`config.mk`:
```
export PLATFORM = sky130hd
export DESIGN_NAME = pss_scan_sequencer
export DESIGN_NICKNAME = d
export VERILOG_FILES = /design/src/rtl/pss_scan_sequencer.v
export VERILOG_INCLUDE_DIRS = /design/src /design/src/rtl
export SDC_FILE = /design/constraint.sdc
export NUM_CORES = 1
export LEC_CHECK = 0
export BUFFER_PORTS_ARGS = -buffer_cell sky130_fd_sc_hd__clkbuf_2
export CAP_MARGIN = 15
export CORE_UTILIZATION = 45
export DETAILED_ROUTE_END_ITERATION = 6
export SYNTH_ARGS = -nofsm -noshare
export SYNTH_HDL_FRONTEND = slang
export SYNTH_SLANG_ARGS = --single-unit
```
`constraint.sdc`:
```
create_clock -name clk_sys -period 4.5 [get_ports clk_sys]
set_clock_uncertainty 0.05 [all_clocks]
set_input_delay 0 -clock clk_sys [delete_from_list [all_inputs] [get_ports clk_sys]]
set_output_delay 0 -clock clk_sys [all_outputs]
set_load 0.005 [all_outputs]
```
`src/rtl/pss_defines.vh`:
```
/*
 * Constants for the scan-cycle sequencer: register indices, field positions,
 * instruction encoding, reset values and scan-time units.
 * Assumes inclusion by bare name from the sequencer source.
 */
`ifndef PSS_DEFINES_VH
`define PSS_DEFINES_VH

// Register indices on the 4-bit register port
`define PSS_REG_CTRL 4'h0
`define PSS_REG_STATUS 4'h1
`define PSS_REG_PROG_ADDR 4'h2
`define PSS_REG_PROG_DATA 4'h3
`define PSS_REG_SCAN_MIN 4'h4
`define PSS_REG_SCAN_PRESENT 4'h5
`define PSS_REG_SCAN_MAX 4'h6
`define PSS_REG_OUT_IMAGE 4'h7
`define PSS_REG_IN_IMAGE 4'h8

// Field positions
`define PSS_CTRL_RUN 0
`define PSS_STAT_RUNNING 0
`define PSS_STAT_DIAG_ERR 1
`define PSS_STAT_MEAS_VALID 2

// Reset values and scan-time saturation limit
`define PSS_CTRL_RST 1'h0
`define PSS_SCAN_RST 16'h0000
`define PSS_SCAN_SAT 16'h7FFF

// Instruction word: [15:12] opcode, [5:4] device type, [3:0] device index
`define PSS_OP_NOP 4'h0
`define PSS_OP_LD 4'h1
`define PSS_OP_LDI 4'h2
`define PSS_OP_AND 4'h3
`define PSS_OP_ANI 4'h4
`define PSS_OP_OR 4'h5
`define PSS_OP_ORI 4'h6
`define PSS_OP_OUT 4'h7
`define PSS_OP_END 4'hF
`define PSS_DEV_IN 2'h0
`define PSS_DEV_OUT 2'h1
`define PSS_DEV_RELAY 2'h2

// Scan time unit and clock rate
`define PSS_UNIT_MS 10
`define PSS_CLK_KHZ 125000
`define PSS_TICK_CYCLES (`PSS_UNIT_MS * `PSS_CLK_KHZ)

`endif

```
`src/rtl/pss_scan_sequencer.v`:
```
/*
 * Scan-cycle sequencer of a stored-program logic controller: program store,
 * fetch/execute loop, input and output image refresh, scan-time statistics.
 * Holds a 64-step program store, 16 input and 8 output image bits, 16 relays
 * and the three scan-time registers behind a plain strobe register port.
 * Assumes register strobes and terminal inputs synchronous to clk_sys, and
 * a program loaded while stopped, since the store has no reset value.
 */
// Local design decisions: the strobed register port and the register addresses.
// Functional notes
// - Steps run upward from zero; after the end instruction execution restarts at zero.
// - Within a ladder block evaluation goes left to right, then top to bottom.
// - Each instruction is fetched singly, executed, devices updated before next fetch.
// - End instruction triggers end processing: timer update and self-diagnostics, then step zero.
// - All input terminals are sampled together into the input image before step zero.
// - After end, the whole output image goes to output terminals in one batch.
// - Input contacts read the input image, never the live terminals.
// - Output contacts read the output image, not the output terminals.
// - Output coils write only the output image; terminals change at next refresh.
// - An input change reaches a dependent output within one to two scans.
// - The interval between consecutive end instructions is measured in 10 ms units.
// - Minimum, present and maximum scan times are kept in readable registers.
// - Recorded scan time is accurate to plus or minus one unit.
// - Scan length follows the instructions executed; no fixed scan period.
// - One scan is program execution from step zero plus end processing time.
// - Numbers are held in binary; each four bits form one hex digit.
// - On stop, outputs are saved and forced off; other data kept, refresh continues. A stop first seen at input refresh clears running without the save.
// - Data registers, scan-time ones included, are 16 bits with sign in the MSB.
`timescale 1ns/10ps
`default_nettype none
`include "pss_defines.vh"

module pss_scan_sequencer #(
    parameter TICK_CYCLES = `PSS_TICK_CYCLES
) (
    input wire clk_sys,
    input wire srst,
    input wire [3:0] reg_addr,
    input wire [15:0] reg_wdata,
    input wire reg_wr,
    input wire reg_rd,
    output reg [15:0] reg_rdata,
    input wire [15:0] in_term,
    output reg [7:0] out_term,
    output wire running
);

    localparam [2:0] ST_IN_REFRESH = 3'd0;
    localparam [2:0] ST_FETCH = 3'd1;
    localparam [2:0] ST_EXEC = 3'd2;
    localparam [2:0] ST_END_PROC = 3'd3;
    localparam [2:0] ST_OUT_REFRESH = 3'd4;

    // Prescaler is 21 bits; the default 10 ms count fits with room to spare
    localparam integer TICK_LAST_I = TICK_CYCLES - 1;
    localparam [20:0] TICK_LAST = TICK_LAST_I[20:0];

    // Sequencer state, program store and control
    reg [2:0] state_q;
    reg [5:0] pc_q;
    reg [15:0] instr_q;
    reg [15:0] prog_mem [0:63];
    reg [5:0] prog_addr_q;
    reg run_q;
    reg running_q;
    reg diag_err_q;
    reg meas_valid_q;
    reg acc_q;

    // Images and relays
    reg [15:0] in_img_q;
    reg [7:0] out_img_q;
    reg [7:0] out_saved_q;
    reg [15:0] relay_q;

    // Scan timing
    reg [20:0] tick_cnt_q;
    reg [15:0] scan_cnt_q;
    reg [15:0] scan_min_q;
    reg [15:0] scan_present_q;
    reg [15:0] scan_max_q;

    wire [3:0] opcode = instr_q[15:12];
    wire [1:0] dev_type = instr_q[5:4];
    wire [3:0] dev_idx = instr_q[3:0];
    wire is_end = (opcode == `PSS_OP_END);
    wire inv_op = (opcode == `PSS_OP_LDI) || (opcode == `PSS_OP_ANI) ||
                  (opcode == `PSS_OP_ORI);
    reg operand;
    reg [15:0] rdata_d;

    // Write decodes; program loads are refused while running
    wire wr_ctrl = reg_wr && (reg_addr == `PSS_REG_CTRL);
    wire wr_prog_addr = reg_wr && (reg_addr == `PSS_REG_PROG_ADDR);
    wire wr_prog_data = reg_wr && (reg_addr == `PSS_REG_PROG_DATA) && !running_q;

    // Output refresh value per terminal: the image while running, off while stopped
    wire [7:0] out_next;
    genvar gi;
    generate
        for (gi = 0; gi < 8; gi = gi + 1) begin : g_out
            assign out_next[gi] = running_q & out_img_q[gi];
        end
    endgenerate

    assign running = running_q;

    // Operand fetch only from image memories and relays
    always @* begin
        case (dev_type)
            `PSS_DEV_IN: operand = in_img_q[dev_idx];
            `PSS_DEV_OUT: operand = out_img_q[dev_idx[2:0]];
            `PSS_DEV_RELAY: operand = relay_q[dev_idx];
            default: operand = 1'b0;
        endcase
    end

    // Program store; loading is accepted only while stopped so a scan never
    // sees a half-written program
    always @(posedge clk_sys) begin
        if (wr_prog_data) begin
            prog_mem[prog_addr_q] <= reg_wdata;
        end
    end

    // Control registers
    always @(posedge clk_sys) begin
        if (srst) begin
            run_q <= `PSS_CTRL_RST;
            prog_addr_q <= 6'h00;
        end else if (reg_wr) begin
            if (wr_ctrl) begin
                run_q <= reg_wdata[`PSS_CTRL_RUN];
            end
            if (wr_prog_addr) begin
                prog_addr_q <= reg_wdata[5:0];
            end
            // A data write steps the load address so a program goes in as a burst
            if (wr_prog_data) begin
                prog_addr_q <= prog_addr_q + 6'h01;
            end
        end
    end

    // Sequencer: input refresh, fetch/execute, end processing, output refresh
    always @(posedge clk_sys) begin
        if (srst) begin
            // Images cleared so the first scan starts from all-off
            state_q <= ST_IN_REFRESH;
            pc_q <= 6'h00;
            instr_q <= 16'h0000;
            acc_q <= 1'b0;
            in_img_q <= 16'h0000;
            out_img_q <= 8'h00;
            out_saved_q <= 8'h00;
            relay_q <= 16'h0000;
            out_term <= 8'h00;
            running_q <= 1'b0;
            diag_err_q <= 1'b0;
        end else begin
            case (state_q)
                ST_IN_REFRESH: begin
                    // Whole input word sampled on one edge
                    in_img_q <= in_term;
                    pc_q <= 6'h00;
                    acc_q <= 1'b0;
                    if (run_q && !running_q) begin
                        // Restore the outputs saved at stop
                        out_img_q <= out_saved_q;
                    end
                    running_q <= run_q;
                    // Stopped: keep refreshing without executing
                    state_q <= run_q ? ST_FETCH : ST_OUT_REFRESH;
                end
                ST_FETCH: begin
                    // One step takes two clocks: fetch, then execute
                    instr_q <= prog_mem[pc_q];
                    state_q <= ST_EXEC;
                end
                ST_EXEC: begin
                    // Sequential list order gives left-to-right, top-to-bottom
                    // Inverting forms flip the operand; a coil on an input is ignored
                    case (opcode)
                        `PSS_OP_LD, `PSS_OP_LDI: acc_q <= operand ^ inv_op;
                        `PSS_OP_AND, `PSS_OP_ANI: acc_q <= acc_q & (operand ^ inv_op);
                        `PSS_OP_OR, `PSS_OP_ORI: acc_q <= acc_q | (operand ^ inv_op);
                        `PSS_OP_OUT: begin
                            if (dev_type == `PSS_DEV_OUT) begin
                                out_img_q[dev_idx[2:0]] <= acc_q;
                            end else if (dev_type == `PSS_DEV_RELAY) begin
                                relay_q[dev_idx] <= acc_q;
                            end
                        end
                        default: acc_q <= acc_q;
                    endcase
                    if (is_end) begin
                        state_q <= ST_END_PROC;
                    end else if (pc_q == 6'h3F) begin
                        // Program ran off the store without an end
                        // Sticky until reset; software sees it in the status register
                        diag_err_q <= 1'b1;
                        state_q <= ST_END_PROC;
                    end else begin
                        pc_q <= pc_q + 6'h01;
                        state_q <= ST_FETCH;
                    end
                end
                ST_END_PROC: begin
                    // Self-diagnostic: stop requested mid-scan is checked here
                    // No timers or counters live in this block, so nothing else updates
                    if (!run_q) begin
                        out_saved_q <= out_img_q;
                        running_q <= 1'b0;
                    end
                    state_q <= ST_OUT_REFRESH;
                end
                ST_OUT_REFRESH: begin
                    // All terminals change on this one edge
                    out_term <= out_next;
                    state_q <= ST_IN_REFRESH;
                end
                default: state_q <= ST_IN_REFRESH;
            endcase
        end
    end

    // Free-running 10 ms prescaler; sampling it at end instructions gives
    // at most one unit of error on each side
    // A shorter TICK_CYCLES shrinks the unit for simulation
    wire tick = (tick_cnt_q == TICK_LAST);
    wire end_hit = (state_q == ST_END_PROC) && running_q;

    always @(posedge clk_sys) begin
        if (srst) begin
            tick_cnt_q <= 21'h000000;
        end else if (tick) begin
            tick_cnt_q <= 21'h000000;
        end else begin
            tick_cnt_q <= tick_cnt_q + 21'h000001;
        end
    end

    // Scan-time statistics, saturating below the sign bit
    // The counter keeps running while stopped, so the first scan after a
    // restart reports the stopped time as well
    always @(posedge clk_sys) begin
        if (srst) begin
            scan_cnt_q <= `PSS_SCAN_RST;
            scan_min_q <= `PSS_SCAN_RST;
            scan_present_q <= `PSS_SCAN_RST;
            scan_max_q <= `PSS_SCAN_RST;
            meas_valid_q <= 1'b0;
        end else if (end_hit) begin
            scan_cnt_q <= tick ? 16'h0001 : `PSS_SCAN_RST;
            scan_present_q <= scan_cnt_q;
            if (!meas_valid_q || scan_cnt_q < scan_min_q) begin
                scan_min_q <= scan_cnt_q;
            end
            if (!meas_valid_q || scan_cnt_q > scan_max_q) begin
                scan_max_q <= scan_cnt_q;
            end
            meas_valid_q <= 1'b1;
        end else if (tick && scan_cnt_q != `PSS_SCAN_SAT) begin
            scan_cnt_q <= scan_cnt_q + 16'h0001;
        end
    end

    // Read mux; unmapped indices read zero
    // Status: bit 0 running, bit 1 diagnostic error, bit 2 measurement valid
    always @* begin
        case (reg_addr)
            `PSS_REG_CTRL: rdata_d = {15'h0000, run_q};
            `PSS_REG_STATUS: rdata_d = {13'h0000, meas_valid_q, diag_err_q, running_q};
            `PSS_REG_PROG_ADDR: rdata_d = {10'h000, prog_addr_q};
            `PSS_REG_SCAN_MIN: rdata_d = scan_min_q;
            `PSS_REG_SCAN_PRESENT: rdata_d = scan_present_q;
            `PSS_REG_SCAN_MAX: rdata_d = scan_max_q;
            `PSS_REG_OUT_IMAGE: rdata_d = {8'h00, out_img_q};
            `PSS_REG_IN_IMAGE: rdata_d = in_img_q;
            default: rdata_d = 16'h0000;
        endcase
    end

    // Data stand only in the cycle after a read, zero otherwise
    always @(posedge clk_sys) begin
        if (srst) begin
            reg_rdata <= 16'h0000;
        end else if (reg_rd) begin
            reg_rdata <= rdata_d;
        end else begin
            reg_rdata <= 16'h0000;
        end
    end

endmodule // pss_scan_sequencer
`default_nettype wire

```
==> impl_metrics.env, run 1 <==
export IMPL_outcome="complete, but fails checks"
export IMPL_failed_checks="hold timing"
export IMPL_hp_class="input pin to flop"
export IMPL_pre_cts_ws_ps=1196
export IMPL_layout_setup_ws_ps=1092
export IMPL_wl_um=81150
export IMPL_netlist_instances=2341
export IMPL_start_util_pct=45.74
export IMPL_gr_total_overflow=0
export IMPL_cts_path_max_buffers=3
export IMPL_reg2reg_to="prog_mem[4][2]"
export IMPL_cpPeakStageDelay_ps=860
export IMPL_die_h_um=277.8
export IMPL_hold_viol=2
export IMPL_clock_latency_ps=640
export IMPL_cts_setup_buffers=0
export IMPL_synth_area_um2=34230
export IMPL_syn2layout_area_growth_pct=12.84
export IMPL_yosys_warnings=0
export IMPL_ant_nets=0
export IMPL_stdcell_area_um2=38620
export IMPL_first_iter_violations=1839
export IMPL_whs_endpoint="prog_mem[52][12]"
export IMPL_syn_avg_cell_area_um2=14.62
export IMPL_crit_arrival_ps=3610
export IMPL_fin_tns_setup_ps=0
export IMPL_timing_final_crit_share_pct=75.74
export IMPL_fmax_mhz=293.4
export IMPL_drc_errors=0
export IMPL_critPathMaxFanout=13
export IMPL_clock_root_buffer="clkbuf_16"
export IMPL_rows=100
export IMPL_core_um2=74820
export IMPL_io_buffers=58
export IMPL_grt_max_degree=79
export IMPL_grt_usage_pct=21.02
export IMPL_worst_ep_required_time_ps=4700
export IMPL_holdWs_ps=-10.06
export IMPL_grt_pass1_vias=20080
export IMPL_reg2reg_from="running"
export IMPL_firstDrtPassIters=5
export IMPL_cts_resized=0
export IMPL_slew_headroom_pct=30.25
export IMPL_final_setup_viol_count=0
export IMPL_power_density_nw_per_um2=393.2
export IMPL_ys_async_sr_fraction_pct=0
export IMPL_clk_pin_slew_ps=60
export IMPL_antenna_found_initial=0
export IMPL_layout_drive_gt1_share_pct=16.71
export IMPL_cts_tree="yes"
export IMPL_crit_chain="dlygate4sd3_1 > clkbuf_2 > or3b_4 > or3_1 > nor2_1 > nand2_1 > nor2_1"
export IMPL_ys_types=73
export IMPL_slowest_stage="nor2_1"
export IMPL_worstHoldStart="reg_wdata[12]"
export IMPL_final_util_pct=51.62
export IMPL_min_path_cells=2
export IMPL_wl_per_cell_um=23.34
export IMPL_place_gp_congestion=0.9282
export IMPL_synth_ff_type="edfxtp_1"
export IMPL_irDropWorstVdd_mv=0.2624
export IMPL_num_nets_final=2519
export IMPL_clkSinkCount=827
export IMPL_ys_seq_area_share_pct=67.09
export IMPL_cap_violations=0
export IMPL_synth_seq_cells=827
export IMPL_crit_type="input pin to flop"
export IMPL_maxSlewViolCount=0
export IMPL_cp_common_cell="nor2_1"
export IMPL_vias=20090
export IMPL_synth_edf_count=640
export IMPL_crit_path_start_kind="input pin"
export IMPL_place_area_um2=35700
export IMPL_antenna_cells=0
export IMPL_r2r_slack_ps=1140
export IMPL_die_w_um=277.8
export IMPL_ios=65
export IMPL_p_leak_uw=0.01200
export IMPL_cts_htree_levels=3
export IMPL_worst_path_stages=7
export IMPL_crit_family="simple AND/OR/NAND/NOR gates"
export IMPL_vias_per_cell=5.777
export IMPL_grt_first_pass_wirelength_um=122400
export IMPL_hold_buffers=25
export IMPL_crit_path_end_kind="flop"
export IMPL_p_total_uw=15190
export IMPL_min_period_ps=3408
export IMPL_place_hpwl_um=51620
export IMPL_reg2reg_depth=4
export IMPL_tightest_slew_ps=1042
export IMPL_fp_dieArea_um2=77160
export IMPL_cts_buffers=83
export IMPL_worst_path_buf_inv=2
export IMPL_grt_setup_unrepaired="no"
export IMPL_syn_num_nets=2416
[area by class of cell]
cell class | count | area [um^2]
inverter | 46 | 172.7
fill | 6282 | 36200
timing repair buffer | 167 | 1210
multi-input combinational | 1319 | 10430
tap | 969 | 1212
clock buffer | 115 | 2344
clock inverter | 34 | 277.8
sequential | 827 | 22970
[cells in the mapped netlist, types with 8 or more instances]
| cell type | count | area share [%] |
|---|---|---|
| o2111ai_1 | 19 | 0.49 |
| nor2b_1 | 28 | 0.51 |
| mux4_2 | 114 | 7.5 |
| a22oi_1 | 68 | 1.5 |
| a21bo_2 | 14 | 0.41 |
| a211oi_1 | 10 | 0.22 |
| a32o_1 | 10 | 0.29 |
| buf_2 | 44 | 0.64 |
| nand3_1 | 76 | 1.1 |
| or3_1 | 12 | 0.22 |
| o211ai_1 | 11 | 0.24 |
| nor2_1 | 178 | 2.0 |
| mux2i_1 | 163 | 4.8 |
| nand2b_1 | 8 | 0.15 |
| o22a_1 | 10 | 0.26 |
| a21o_1 | 9 | 0.20 |
| ha_1 | 35 | 1.3 |
| o31ai_1 | 15 | 0.33 |
| mux2_2 | 13 | 0.43 |
| buf_1 | 12 | 0.13 |
| xor2_1 | 10 | 0.26 |
| nand4_1 | 31 | 0.57 |
| a21oi_1 | 120 | 1.8 |
| nand2_1 | 169 | 1.9 |
| clkbuf_1 | 81 | 0.89 |
| nor3_1 | 29 | 0.42 |
| edfxtp_1 | 640 | 56 |
| xnor2_1 | 29 | 0.74 |
| nor4_1 | 10 | 0.18 |
| and3_1 | 13 | 0.24 |
| inv_1 | 44 | 0.48 |
| a221oi_1 | 14 | 0.36 |
| o21ai_0 | 33 | 0.48 |
| dfxtp_1 | 187 | 11 |
[logic make-up (layout without fill, tap and decap cells)]
| kind of cell | Yosys count | after routing | share of synthesized area [%] |
|---|---|---|---|
| XOR/XNOR | 39 | 39 | 0.9980 |
| multiplexers | 291 | 291 | 12.74 |
| buffers and inverters | 195 | 362 | 2.468 |
| AO/OA/AOI/OAI | 364 | 364 | 7.286 |
| adder cells (fa/ha/maj) | 35 | 35 | 1.280 |
| AND/OR/NAND/NOR | 590 | 590 | 8.138 |
| flip-flops | 827 | 827 | 67.09 |
[through the flow]
stage / instances / hold slack (ps)
final: 3477 / -10.06
after global placement: 3298 / 180.3
after floorplan: 2341 / 48.87
after detailed placement: 3299 / 195.3
after CTS: 3473 / 1.507
after global routing: 3477 / 18.66
[worst reg2reg max path: stages, from the launching register on]
cell and delay, ps:
dfxtp_1 470, or3_1 630, nor2_1 450, nand2_1 520
nor2_1 870
[power by group]
part,total (uW),internal (uW),switching [uW]
Sequential,8250,8230,23.7
Clock,6660,3810,2850
Combinational,268,65.2,203
[sequential cells by signal, summed over array words and instances, names as in the netlist]
register        flops
acc_q               1
diag_err_q          1
in_img_q           16
instr_q            10
meas_valid_q        1
out_img_q           8
out_saved_q         8
out_term            8
pc_q                6
prog_addr_q         6
prog_mem          640
reg_rdata          16
relay_q            16
run_q               1
running             1
scan_cnt_q         16
scan_max_q         16
scan_min_q         16
scan_present_q     16
state_q             3
tick_cnt_q         21
[placed cells by master (no fill, tap or decap), types with 11 or more instances in the layout]
cell / instances
a221oi_1: 14
nor2b_1: 28
dfxtp_1: 184
xnor2_1: 29
nand4_1: 31
nor3_1: 28
o211ai_1: 11
mux4_2: 114
edfxtp_1: 640
nand2_1: 169
clkinv_1: 16
nand3_1: 76
dlygate4sd3_1: 26
inv_1: 44
nor2_1: 178
mux2i_1: 163
buf_4: 78
o21ai_0: 33
or3_1: 12
mux2_2: 13
a21bo_2: 14
clkinv_2: 13
clkbuf_1: 23
a22oi_1: 68
clkbuf_16: 88
clkbuf_2: 57
and3_1: 13
ha_1: 35
o31ai_1: 15
o2111ai_1: 18
a21oi_1: 120
[per-layer routing]
metal  track usage [%]  part of all wire (%)  vias up
met1             27.55                    42    10170
met4             5.837                   2.4        0
met2             35.60                    50      579
li1                  -                     -     9220
met3             4.068                   6.2      121
met5                 0                     0        -
[worst max path at each step]
stage / startpoint / to / slack [ps]
2_1_floorplan: scan_cnt_q[9] / scan_max_q[13] / 2250
3_5_place_dp: reg_addr[3] / prog_mem[4][2] / 1200
3_3_place_gp: reg_addr[3] / prog_mem[4][2] / 1260
5_1_grt: reg_addr[3] / prog_mem[36][12] / 1110
4_1_cts: reg_addr[3] / prog_mem[36][5] / 1260
6_report: reg_addr[2] / prog_mem[4][2] / 1090
(Power assumes the default switching activity.)
==> run 2: changes to the inputs <==
- clock period: 4.5 -> 2.95 ns (I/O delays scaled with it)
==> impl_metrics.env, run 2 (synthesis gave the netlist of run 1 again) <==
export IMPL_ant_nets=0
export IMPL_place_hpwl_um=56200
export IMPL_firstDrtPassIters=7
export IMPL_grt_first_pass_wirelength_um=128400
export IMPL_cts_tree="yes"
export IMPL_mostFrequentLayoutCell="edfxtp_1"
export IMPL_pre_cts_ws_ps=45.70
export IMPL_start_util_pct=45.74
export IMPL_crit_path_start_kind="flop"
export IMPL_place_area_um2=36510
export IMPL_vias=20950
export IMPL_cap_violations=0
export IMPL_syn2layout_area_growth_pct=15.68
export IMPL_power_density_nw_per_um2=600.8
export IMPL_antenna_found_initial=0
export IMPL_outcome="complete, but fails checks"
export IMPL_hp_class="input pin to flop"
export IMPL_layout_drive_gt1_share_pct=20.33
export IMPL_p_leak_uw=0.01261
export IMPL_layout_setup_ws_ps=115.4
export IMPL_tightest_slew_ps=1070
export IMPL_final_cell_mix="edfxtp_1, dfxtp_1, nor2_1, buf_4, nand2_1"
export IMPL_die_w_um=277.8
export IMPL_worst_path_buf_inv=2
export IMPL_io_buffers=58
export IMPL_clkSinkCount=827
export IMPL_die_h_um=277.8
export IMPL_stdcell_area_um2=39590
export IMPL_crit_type="flop to flop"
export IMPL_wl_um=85320
export IMPL_reg2reg_from="pc_q[0]"
export IMPL_maxSlewViolCount=0
export IMPL_drc_errors=1
export IMPL_antenna_cells=0
export IMPL_cts_buffers=86
export IMPL_holdWs_ps=26.58
export IMPL_wl_per_cell_um=23.83
export IMPL_num_nets_final=2618
export IMPL_p_total_uw=23790
export IMPL_worst_ep_required_time_ps=3430
export IMPL_cpPeakStageDelay_ps=540
export IMPL_grt_max_degree=69
export IMPL_timing_final_crit_share_pct=96.09
export IMPL_vias_per_cell=5.851
export IMPL_slew_headroom_pct=28.69
export IMPL_fp_dieArea_um2=77160
export IMPL_irDropWorstVdd_mv=0.4523
export IMPL_clk_pin_slew_ps=60
export IMPL_gr_total_overflow=0
export IMPL_place_gp_congestion=0.8879
export IMPL_clock_root_buffer="clkbuf_16"
export IMPL_grt_usage_pct=22.06
export IMPL_grt_setup_unrepaired="no"
export IMPL_final_setup_viol_count=0
export IMPL_grt_pass1_vias=20960
export IMPL_critPathMaxFanout=45
export IMPL_cts_path_max_buffers=3
export IMPL_clock_latency_ps=630
export IMPL_top_regs="prog_mem: 640 flops, tick_cnt_q: 21 flops"
export IMPL_slowest_stage="a221oi_1"
export IMPL_largest_register_ffs=640
export IMPL_ios=65
export IMPL_failed_checks="DRC"
export IMPL_fmax_mhz=352.8
export IMPL_largest_register="prog_mem"
export IMPL_first_iter_violations=2107
export IMPL_crit_arrival_ps=3320
export IMPL_min_period_ps=2835
export IMPL_fin_tns_setup_ps=0
export IMPL_crit_start="pc_q[0]"
export IMPL_crit_family="compound AO/OA/AOI/OAI gates"
export IMPL_rows=100
export IMPL_cp_common_cell="buf_12"
export IMPL_crit_chain="buf_12 > buf_12 > mux4_2 > a221oi_1 > nand4_1 > a32o_1"
export IMPL_hold_viol=0
export IMPL_crit_path_end_kind="flop"
export IMPL_core_um2=74820
export IMPL_cts_htree_levels=3
export IMPL_worstHoldStart="reg_wdata[3]"
==> run 2: cell count changes in the layout (fill, tap and decap cells not counted), sizes merged <==
cell,previous run,this run
buf,83,180
clkbuf,173,161
clkinv,32,44
bufinv,3,8
clkinvlp,1,3
==> run 2: worst paths after layout <==
check                                          to  slack, ps  cells past startpoint
worst min register to register  scan_present_q[7]        410                      2
worst max-delay path                   instr_q[5]        120                      6
worst min-delay path               prog_mem[7][3]         30                      2
worst max register to register         instr_q[5]        120                      6
==> run 2: timing repair <==
| item | in CTS | in global routing |
|---|---|---|
| hold endpoints to repair | 160 | 0 |
| setup endpoints to repair | 0 | 1 |
| buffers inserted | 0 | 0 |
| hold buffers | 26 | 0 |
| resized for setup | 0 | 1 |
==> run 2: per-stage QoR <==
| stage | instances | utilization, % |
|---|---|---|
| 4_1_cts | 3580 | 52.90 |
| 5_1_grt | 3581 | 52.92 |
| 3_3_place_gp | 3397 | 48.79 |
| 2_1_floorplan | 2341 | - |
| 6_report | 3581 | 52.92 |
| 3_5_place_dp | 3397 | 48.79 |
==> run 2: cell type report <==
type / instances / area, um^2
fill: 6109 / 35230
sequential: 827 / 22970
multi-input combinational: 1319 / 10440
clock buffer: 104 / 2292
timing repair buffer: 263 / 1984
tap: 969 / 1212
clock inverter: 53 / 521.8
inverter: 46 / 172.7
==> run 2: report_power, final <==
group | switching, uW | internal [uW]
clock network | 4510 | 6250
logic | 330 | 111
registers | 32.9 | 12600
==> run 2: per-layer routing <==
metal	part of all wire (%)	global-route usage, %
met1	42	29.16
met2	50	37.34
met3	5.6	3.672
met4	2.7	6.573
met5	0	0
